### src/common/aal_pkg.sv
// Package for the accumulator datapath: offsets, fields, codes, types
package aal_pkg;

	// Register byte offsets
	localparam logic [7:0] OFS_ACC    = 8'h00;
	localparam logic [7:0] OFS_FLAGS  = 8'h04;
	localparam logic [7:0] OFS_OPND   = 8'h08;
	localparam logic [7:0] OFS_CMD    = 8'h0c;
	localparam logic [7:0] OFS_RESULT = 8'h10;
	localparam logic [7:0] OFS_STATUS = 8'h14;
	localparam logic [7:0] OFS_SECOND = 8'hf0;

	// Reset values
	localparam logic [7:0] ACC_RST    = 8'h00;
	localparam logic [7:0] SECOND_RST = 8'h00;
	localparam logic [7:0] BYTE_ZERO  = 8'h00;

	// Flag bit positions in the flag register
	localparam int CY_POS = 7;
	localparam int HC_POS = 6;
	localparam int RE_POS = 2;

	// Status bit positions
	localparam int BUSY_POS  = 0;
	localparam int DZERO_POS = 1;

	// Operand register fields
	localparam int RAM_LSB = 0;
	localparam int IMM_LSB = 8;

	// Product threshold for the range exceed flag
	localparam logic [15:0] PROD_LIMIT = 16'h00ff;

	// Divide iterations
	localparam logic [2:0] DIV_LAST = 3'h7;

	// Operation codes
	typedef enum logic [3:0] {
		OP_NOP      = 4'h0,
		OP_PRODUCT  = 4'h1,
		OP_QUOTIENT = 4'h2,
		OP_RR       = 4'h3,
		OP_RRC      = 4'h4,
		OP_RL       = 4'h5,
		OP_RLC      = 4'h6,
		OP_AND      = 4'h7,
		OP_OR       = 4'h8,
		OP_XOR      = 4'h9,
		OP_CAND     = 4'ha,
		OP_CANDN    = 4'hb,
		OP_COR      = 4'hc,
		OP_CORN     = 4'hd
	} aal_op_t;

	// Command word layout
	typedef struct packed {
		logic [20:0] pad;
		logic [2:0]  bit_sel;
		logic [1:0]  pad2;
		logic        src_imm;
		logic        dst_ram;
		aal_op_t     op;
	} aal_cmd_t;

	// Captured AHB address phase
	typedef struct packed {
		logic       valid;
		logic       write;
		logic [7:0] addr;
	} aal_aphase_t;

	// Divider states
	typedef enum logic [1:0] {
		ST_IDLE = 2'b00,
		ST_DIV  = 2'b01
	} aal_state_t;

endpackage : aal_pkg

### src/hw/aal_datapath.sv
// Accumulator ALU: product, quotient, rotates, byte and carry logic
//
// Chosen here: the AHB-Lite slave port.
`timescale 1ns/1ps

// Contract
// - Product: low byte to acc, high byte second
// - Product sets range flag above 255, clears carry
// - Quotient to acc, remainder to second register
// - Quotient clears carry and range; zero divisor sets range
// - Rotate right, bit 0 into bit 7
// - Rotate right through carry
// - Rotate left, bit 7 into bit 0
// - Rotate left through carry
// - Bytewise AND into first operand
// - Bytewise OR into first operand
// - Bytewise XOR into first operand
// - Destination acc or RAM; source acc or immediate
// - Carry AND with bit
// - Carry AND with complemented bit
// - Carry OR with bit
// - Carry OR with complemented bit
// - Source bit untouched, only carry written
// - No carry XOR with a bit
// - Second operand register at F0
module aal_datapath (
	// Clock and reset
	input  wire logic        hclk,
	input  wire logic        hresetn,
	// AHB-Lite slave
	input  wire logic        hsel,
	input  wire logic [31:0] haddr,
	input  wire logic [1:0]  htrans,
	input  wire logic        hwrite,
	input  wire logic [2:0]  hsize,
	input  wire logic [31:0] hwdata,
	input  wire logic        hready,
	output logic      [31:0] hrdata,
	output logic             hreadyout,
	output logic             hresp
);

	// Bytewise logic on two bytes
	function automatic logic [7:0] byte_logic(
		input aal_pkg::aal_op_t op,
		input logic [7:0]       a,
		input logic [7:0]       b
	);
		logic [7:0] r;
		r = a;
		case (op)
			aal_pkg::OP_AND: r = a & b;
			aal_pkg::OP_OR:  r = a | b;
			aal_pkg::OP_XOR: r = a ^ b;
			default:         r = a;
		endcase
		return r;
	endfunction : byte_logic

	// Carry Boolean with one bit
	function automatic logic carry_logic(
		input aal_pkg::aal_op_t op,
		input logic             c,
		input logic             b
	);
		logic r;
		r = c;
		case (op)
			aal_pkg::OP_CAND:  r = c & b;
			aal_pkg::OP_CANDN: r = c & ~b;
			aal_pkg::OP_COR:   r = c | b;
			aal_pkg::OP_CORN:  r = c | ~b;
			default:           r = c;
		endcase
		return r;
	endfunction : carry_logic

	// Architectural registers
	logic [7:0]            acc_reg;          // Main work register
	logic [7:0]            second_reg;       // Second operand register
	logic                  cy_reg;           // Carry flag
	logic                  hc_reg;           // Half carry flag
	logic                  re_reg;           // Range exceed flag
	logic [15:0]           opnd_reg;         // RAM byte and immediate
	logic [7:0]            result_reg;       // RAM destination result
	logic                  dzero_reg;        // Last divide was by zero
	// Bus state
	aal_pkg::aal_aphase_t  aph_reg;          // Pending data phase
	logic                  rd_wait_reg;      // Read wait state
	logic [31:0]           hrdata_reg;       // Read data
	// Divider state
	aal_pkg::aal_state_t   state_reg;        // Divider state
	logic [2:0]            cnt_reg;          // Iteration count
	logic [7:0]            rem_reg;          // Partial remainder
	logic [7:0]            quo_reg;          // Shifting quotient
	logic [7:0]            dsr_reg;          // Latched divisor

	// Decoded command
	aal_pkg::aal_cmd_t     cmd;              // Command word view
	logic                  cmd_wr;           // Command write strobe
	logic                  start;            // Accepted command
	logic                  busy;             // Divide in progress
	logic [7:0]            ram_byte;         // RAM operand
	logic [7:0]            imm_byte;         // Immediate operand
	logic [7:0]            first_opnd;       // Destination value
	logic [7:0]            second_opnd;      // Source value
	logic [7:0]            logic_res;        // Bytewise result
	logic                  addr_bit;         // Addressed bit
	logic [15:0]           product;          // Full product
	logic [8:0]            trial;            // Trial subtraction
	logic                  div_end;          // Last divide step
	logic                  wr_acc;           // Bus write to acc
	logic                  wr_second;        // Bus write to second
	logic                  wr_flags;         // Bus write to flags
	logic                  wr_opnd;          // Bus write to operand
	logic                  aph_take;         // Address phase taken

	// Address phase qualification
	assign aph_take = hsel & hready & htrans[1];

	// Write strobes in the data phase
	always_comb
	begin
		wr_acc    = 1'b0;
		wr_second = 1'b0;
		wr_flags  = 1'b0;
		wr_opnd   = 1'b0;
		cmd_wr    = 1'b0;
		if (aph_reg.valid && aph_reg.write)
		begin
			case (aph_reg.addr)
				aal_pkg::OFS_ACC:    wr_acc    = 1'b1;
				aal_pkg::OFS_SECOND: wr_second = 1'b1;
				aal_pkg::OFS_FLAGS:  wr_flags  = 1'b1;
				aal_pkg::OFS_OPND:   wr_opnd   = 1'b1;
				aal_pkg::OFS_CMD:    cmd_wr    = 1'b1;
				// Unmapped writes are dropped
				default:             cmd_wr    = 1'b0;
			endcase
		end
	end

	// Operand selection
	assign cmd      = aal_pkg::aal_cmd_t'(hwdata);
	assign busy     = (state_reg == aal_pkg::ST_DIV);
	// Commands while dividing are ignored
	assign start    = cmd_wr & ~busy;
	assign ram_byte = opnd_reg[aal_pkg::RAM_LSB +: 8];
	assign imm_byte = opnd_reg[aal_pkg::IMM_LSB +: 8];
	assign first_opnd  = cmd.dst_ram ? ram_byte : acc_reg;
	assign second_opnd = cmd.src_imm ? imm_byte : acc_reg;
	assign logic_res   = byte_logic(cmd.op, first_opnd, second_opnd);
	assign addr_bit    = ram_byte[cmd.bit_sel];
	// Operands widened first so the upper product byte is kept
	assign product     = {8'h00, acc_reg} * {8'h00, second_reg};
	assign trial       = {rem_reg, quo_reg[7]} - {1'b0, dsr_reg};
	assign div_end     = busy && (cnt_reg == aal_pkg::DIV_LAST);

	// Address phase capture
	always_ff @(posedge hclk or negedge hresetn)
	begin
		if (!hresetn)
			aph_reg <= '0;
		else if (hready)
		begin
			aph_reg.valid <= aph_take;
			aph_reg.write <= hwrite;
			aph_reg.addr  <= haddr[7:0];
		end
		else
			aph_reg.valid <= aph_reg.valid & ~rd_wait_reg;
	end

	// One wait state on reads so data is from flops
	always_ff @(posedge hclk or negedge hresetn)
	begin
		if (!hresetn)
			rd_wait_reg <= 1'b0;
		else
			rd_wait_reg <= aph_take & ~hwrite;
	end

	// Read mux captured in the wait state
	always_ff @(posedge hclk or negedge hresetn)
	begin
		if (!hresetn)
			hrdata_reg <= '0;
		else if (rd_wait_reg)
		begin
			case (aph_reg.addr)
				aal_pkg::OFS_ACC:    hrdata_reg <= {24'h0, acc_reg};
				aal_pkg::OFS_SECOND: hrdata_reg <= {24'h0, second_reg};
				aal_pkg::OFS_FLAGS:
				begin
					hrdata_reg <= '0;
					hrdata_reg[aal_pkg::CY_POS] <= cy_reg;
					hrdata_reg[aal_pkg::HC_POS] <= hc_reg;
					hrdata_reg[aal_pkg::RE_POS] <= re_reg;
				end
				aal_pkg::OFS_OPND:   hrdata_reg <= {16'h0, opnd_reg};
				aal_pkg::OFS_RESULT: hrdata_reg <= {24'h0, result_reg};
				aal_pkg::OFS_STATUS:
				begin
					hrdata_reg <= '0;
					hrdata_reg[aal_pkg::BUSY_POS]  <= busy;
					hrdata_reg[aal_pkg::DZERO_POS] <= dzero_reg;
				end
				// Unmapped reads return zero
				default:             hrdata_reg <= '0;
			endcase
		end
	end

	// Bus outputs
	assign hrdata    = hrdata_reg;
	assign hreadyout = ~rd_wait_reg;
	assign hresp     = 1'b0;

	// Operand register
	always_ff @(posedge hclk or negedge hresetn)
	begin
		if (!hresetn)
			opnd_reg <= '0;
		else if (wr_opnd)
			opnd_reg <= hwdata[15:0];
	end

	// Main work register
	always_ff @(posedge hclk or negedge hresetn)
	begin
		if (!hresetn)
			acc_reg <= aal_pkg::ACC_RST;
		else if (div_end)
			acc_reg <= {quo_reg[6:0], ~trial[8]};
		else if (start)
		begin
			case (cmd.op)
				aal_pkg::OP_PRODUCT: acc_reg <= product[7:0];
				aal_pkg::OP_RR:  acc_reg <= {acc_reg[0], acc_reg[7:1]};
				aal_pkg::OP_RRC: acc_reg <= {cy_reg, acc_reg[7:1]};
				aal_pkg::OP_RL:  acc_reg <= {acc_reg[6:0], acc_reg[7]};
				aal_pkg::OP_RLC: acc_reg <= {acc_reg[6:0], cy_reg};
				aal_pkg::OP_AND, aal_pkg::OP_OR, aal_pkg::OP_XOR:
				begin
					if (!cmd.dst_ram)
						acc_reg <= logic_res;
				end
				default: acc_reg <= acc_reg;
			endcase
		end
		else if (wr_acc)
			acc_reg <= hwdata[7:0];
	end

	// Second operand register
	always_ff @(posedge hclk or negedge hresetn)
	begin
		if (!hresetn)
			second_reg <= aal_pkg::SECOND_RST;
		else if (div_end)
			second_reg <= trial[8] ? {rem_reg[6:0], quo_reg[7]}
			                       : trial[7:0];
		else if (start && cmd.op == aal_pkg::OP_PRODUCT)
			second_reg <= product[15:8];
		else if (wr_second)
			second_reg <= hwdata[7:0];
	end

	// RAM destination result
	always_ff @(posedge hclk or negedge hresetn)
	begin
		if (!hresetn)
			result_reg <= aal_pkg::BYTE_ZERO;
		else if (start && cmd.dst_ram)
		begin
			case (cmd.op)
				aal_pkg::OP_AND, aal_pkg::OP_OR, aal_pkg::OP_XOR:
					result_reg <= logic_res;
				default: result_reg <= result_reg;
			endcase
		end
	end

	// Carry flag; operations win over software writes
	always_ff @(posedge hclk or negedge hresetn)
	begin
		if (!hresetn)
			cy_reg <= 1'b0;
		else if (div_end)
			cy_reg <= 1'b0;
		else if (start)
		begin
			case (cmd.op)
				aal_pkg::OP_PRODUCT, aal_pkg::OP_QUOTIENT:
					cy_reg <= 1'b0;
				aal_pkg::OP_RRC: cy_reg <= acc_reg[0];
				aal_pkg::OP_RLC: cy_reg <= acc_reg[7];
				aal_pkg::OP_CAND, aal_pkg::OP_CANDN,
				aal_pkg::OP_COR, aal_pkg::OP_CORN:
					cy_reg <= carry_logic(cmd.op, cy_reg, addr_bit);
				// No carry XOR; others keep carry
				default: cy_reg <= cy_reg;
			endcase
		end
		else if (wr_flags)
			cy_reg <= hwdata[aal_pkg::CY_POS];
	end

	// Range exceed flag
	always_ff @(posedge hclk or negedge hresetn)
	begin
		if (!hresetn)
			re_reg <= 1'b0;
		else if (div_end)
			re_reg <= 1'b0;
		else if (start)
		begin
			case (cmd.op)
				aal_pkg::OP_PRODUCT:
					re_reg <= (product > aal_pkg::PROD_LIMIT);
				aal_pkg::OP_QUOTIENT:
					re_reg <= (second_reg == aal_pkg::BYTE_ZERO);
				default: re_reg <= re_reg;
			endcase
		end
		else if (wr_flags)
			re_reg <= hwdata[aal_pkg::RE_POS];
	end

	// Half carry flag; no operation here alters it
	always_ff @(posedge hclk or negedge hresetn)
	begin
		if (!hresetn)
			hc_reg <= 1'b0;
		else if (wr_flags && !start && !div_end)
			hc_reg <= hwdata[aal_pkg::HC_POS];
	end

	// Divide-by-zero status
	always_ff @(posedge hclk or negedge hresetn)
	begin
		if (!hresetn)
			dzero_reg <= 1'b0;
		else if (start && cmd.op == aal_pkg::OP_QUOTIENT)
			dzero_reg <= (second_reg == aal_pkg::BYTE_ZERO);
	end

	// Divider sequencer, one quotient bit per cycle
	always_ff @(posedge hclk or negedge hresetn)
	begin
		if (!hresetn)
		begin
			state_reg <= aal_pkg::ST_IDLE;
			cnt_reg   <= '0;
			rem_reg   <= '0;
			quo_reg   <= '0;
			dsr_reg   <= '0;
		end
		else
		begin
			case (state_reg)
				aal_pkg::ST_IDLE:
				begin
					if (start && cmd.op == aal_pkg::OP_QUOTIENT
					    && second_reg != aal_pkg::BYTE_ZERO)
					begin
						state_reg <= aal_pkg::ST_DIV;
						cnt_reg   <= '0;
						rem_reg   <= '0;
						quo_reg   <= acc_reg;
						dsr_reg   <= second_reg;
					end
				end
				aal_pkg::ST_DIV:
				begin
					rem_reg <= trial[8] ? {rem_reg[6:0], quo_reg[7]}
					                    : trial[7:0];
					quo_reg <= {quo_reg[6:0], ~trial[8]};
					cnt_reg <= cnt_reg + 3'h1;
					if (div_end)
						state_reg <= aal_pkg::ST_IDLE;
				end
				default: state_reg <= aal_pkg::ST_IDLE;
			endcase
		end
	end

endmodule : aal_datapath

### config.mk
export PLATFORM = sky130hd
export DESIGN_NAME = aal_datapath
export DESIGN_NICKNAME = d
export VERILOG_FILES = /design/src/common/aal_pkg.sv /design/src/hw/aal_datapath.sv
export SDC_FILE = /design/constraint.sdc
export NUM_CORES = 1
export LEC_CHECK = 0
export ABC_AREA = 1
export ABC_CLOCK_PERIOD_IN_PS = 7400
export BUFFER_PORTS_ARGS = -buffer_cell sky130_fd_sc_hd__buf_2
export CAP_MARGIN = 20
export CORE_UTILIZATION = 58
export CTS_BUF_LIST = sky130_fd_sc_hd__clkbuf_4 sky130_fd_sc_hd__clkbuf_8 sky130_fd_sc_hd__clkbuf_16
export DETAILED_ROUTE_END_ITERATION = 12
export GPL_TIMING_DRIVEN = 0
export PLACE_DENSITY_LB_ADDON = 0.15
export RECOVER_POWER = 25
export SLEW_MARGIN = 20
export SYNTH_ARGS = -nofsm -noshare
export SYNTH_HDL_FRONTEND = slang
export SYNTH_SLANG_ARGS = --single-unit
### constraint.sdc
create_clock -name hclk -period 7.4 [get_ports hclk]
set_input_delay 0.37 -clock hclk [delete_from_list [all_inputs] [get_ports hclk]]
set_output_delay 0.37 -clock hclk [all_outputs]
set_load 0.005 [all_outputs]
==> out/qor.csv <==
stage,metric,value,unit
grt,antenna violations before repair,0,
cts,cts bufs inserted,9,
timing,Worst slew margin,-1.32,
setup_path,launch point of the worst path,hresetn,
drt,routed len/inst,15.5,microns
setup_path,crit end category,async pin,
logic_synthesis,Post-synth EDFFs,0,
floorplanning,Initial Utilization,0.594,
final_layout,Final Util,0.653,
logic_synthesis,largest family of logic cells by synthesized area,simple AND/OR/NAND/NOR gates,
drt,DR vias,8004,
timing,Slew @ Worst Pin,3.49,ns
cts,Post-CTS Resized,0,
cts,Worst-path clk slew,0.07,ns
min_path,WHS Path Cells,2,
grt,vias in the first global route,7283,
cts,CTS root buf,clkbuf_16,
timing,fin. max-slew vios,102,
drt,DRC viols,0,
grt,total track usage,0.312,
grt,pin count of the biggest net entering global routing,68,
setup_path,R2R Setup Slk,2.37,ns
timing,RSZ-0062 raised after global routing,false,
logic_synthesis,xor/xnor share of the synthesized area,0.00913,
timing,setup violators final,0,
setup_path,Crit Path Max Fanout,67,
setup_path,FF-to-FF path depth,23,
drt,drt first pass iters,5,
drt,1st-iter DRT viols,691,
min_path,Worst Hold End,rd_wait_reg,
logic_synthesis,Post-Synth Adder-Cell Area,0.176,
logic_synthesis,Synth Area in Compound Gates,0.120,
timing,final worst-path cycle share,0.698,
min_path,Hold Startpoint,hwrite,
cts,CTS tree,done,
pwr,P_leak,5.42,nW
logic_synthesis,synthesized flop and latch total,99,
final_layout,fin nets,1463,
timing,final hold vios,0,
final_layout,filler cell count in the final layout,1371,
floorplanning,full die area,15400,sq um
logic_synthesis,ys async rst share,1.00,
cts,clk sink count,99,
timing,Setup TNS,0,ns
logic_synthesis,mux cell area share after synthesis,0.00522,
logic_synthesis,Syn Std Cell Area,8630,sq um
logic_synthesis,cell count after synthesis,1216,
floorplanning,I/O pins,108,
setup_path,Worst Path Required,7.08,ns
pwr,VDD IR max,0.180,mV
floorplanning,Die Wd,124,microns
cts,clock latency on the worst-skew pair,0.36,ns
timing,f_max,194,MHz
grt,grt total ovfl,0,
logic_synthesis,Syn Area/Cell,7.10,sq um
setup_path,critical path type,primary input to async pin,
drt,vias per cell,5.41,
outcome,status,"complete, but fails checks",
final_layout,ratio of cells with drive above 1 in the final layout,0.0981,
setup_path,worst r2r dst,re_reg,
grt,first-pass GRT wire length,36100,microns
floorplanning,Core Rows,44,
setup_path,Worst Setup Start Kind,primary input,
timing,skew final,0.00752,ns
placement,# port buffers,45,
final_layout,Syn-to-layout area delta,9.96,%
placement,DP HPWL,18100,microns
placement,Final GP Congestion,0.977,
timing,Tmin final,5.16,ns
outcome,failing checks,"max-capacitance violations, max-slew violations",
cts,Max Buffers Root-to-Sink,2,
min_path,Worst Hold Class,primary input to flop,
logic_synthesis,simple-gate portion of the synthesized area,0.260,
logic_synthesis,"Top FF cell, synth",dfrtp_1,
drt,final WL,23000,microns
final_layout,footprint of the multi-input gates,4990,sq um
floorplanning,core area,14500,sq um
logic_synthesis,"Distinct cells, synth",54,
logic_synthesis,register area share after synthesis,0.287,
floorplanning,Die Span Y,124,microns
drt,antenna-violating nets left,0,
final_layout,antenna diode count,0,
final_layout,register area,2480,sq um
setup_path,FF-to-FF Start,acc_reg[0],
logic_synthesis,Yosys Warn Count,0,
pwr,Cell Pwr Density,206,nW/um^2
cts,H-tree levels,3,
job,max_cap viols,2,
setup_path,CP arrival,4.84,ns
how the worst max path moves through the flow:
stage	endpoint	slack, ns	cells past startpoint
floorplan	re_reg	3.13	24
finish	hrdata[15]	2.24	3
global placement	re_reg	2.47	23
global route	opnd_reg[11]	1.29	3
detailed placement	re_reg	2.41	23
CTS	re_reg	2.39	23
logic make-up (layout without fill, tap and decap cells):
| logic type | Yosys count | count (layout) |
|---|---|---|
| adder cells (fa/ha/maj) | 99 | 99 |
| XOR/XNOR | 9 | 9 |
| other | 1 | 17 |
| flip-flops | 99 | 99 |
| buffers and inverters | 300 | 363 |
| AND/OR/NAND/NOR | 527 | 527 |
| multiplexers | 4 | 4 |
| AO/OA/AOI/OAI | 177 | 177 |
cell type report:
cell class / instances / share of cell area
well taps: 184 / 0.0242
plain buffers: 55 / 0.0324
flip-flops and latches: 99 / 0.261
clock inverters: 7 / 0.0113
repair buffers: 47 / 0.0249
clock buffers: 9 / 0.0237
multi-input cells: 833 / 0.525
inverters: 245 / 0.0971
metal layers:
| layer | wire, microns | GRT usage | up-vias |
|---|---|---|---|
| li1 | - | - | 3908 |
| met4 | 567 | 0.0975 | 0 |
| met2 | 10600 | 0.499 | 309 |
| met3 | 1720 | 0.0572 | 45 |
| met1 | 10100 | 0.427 | 3742 |
| met5 | 0 | 0 | - |
metrics by stage:
| stage | cells | setup WS, ns | instance area, sq um | hold WS [ns] | power [mW] |
|---|---|---|---|---|---|
| finish | 1479 | 2.24 | 9490 | 0.169 | 1.95 |
| global route | 1479 | 1.29 | 9490 | 0.160 | 2.11 |
| CTS | 1479 | 2.39 | 9530 | 0.162 | 1.96 |
| detailed placement | 1462 | 2.41 | 9180 | 0.289 | 1.43 |
| global placement | 1461 | 2.47 | 9150 | 0.456 | 1.40 |
| floorplan | 1232 | 3.13 | 8690 | 0.0744 | 1.21 |
power by group:
group	internal [mW]	total (mW)	switching, mW
clock network	0.303	0.535	0.232
logic	0.295	0.829	0.534
registers	0.567	0.591	0.0233
worst max-delay path: stages:
cell	delay, ns
dlygate4sd3_1	0.52
clkbuf_1	1.35
clkbuf_1	2.54
cells in the final DEF (no fill, tap or decap), drive strengths merged, types with 13 or more instances in the layout:
cell type,netlist,layout
a21oi,27,27
buf,26,69
clkbuf,29,41
conb,1,17
dfrtp,99,99
fa,37,37
ha,62,62
inv,244,247
nand2,368,368
nand3,58,58
nand4,13,13
nor2,65,65
o21ai,104,104
o22ai,17,17
timing repair:
action	in CTS	in global routing
hold buffers	1	0
endpoints found under the hold margin	32	0
setup buffers	0	0
cell usage after synthesis (4+ instances only):
cell type,number,area [sq um]
fa_1,37,741
xnor2_1,4,35.0
xor2_1,5,43.8
o22ai_1,17,106
o211ai_1,8,60.1
nor2_2,5,31.3
nor3_1,7,35.0
o21ai_2,6,52.6
buf_6,4,45.0
nand3b_1,4,30.0
nand4_1,12,75.1
inv_2,5,18.8
nand3_1,54,270
dfrtp_1,99,2480
a21oi_1,24,120
o21ai_0,94,470
or2_2,6,37.5
o21ai_1,4,20.0
nand2_1,365,1370
ha_1,62,776
buf_4,18,135
clkbuf_1,29,109
inv_1,238,893
o221ai_1,4,35.0
nor2_1,58,218
No activity file was read; power rests on OpenSTA's default activity.
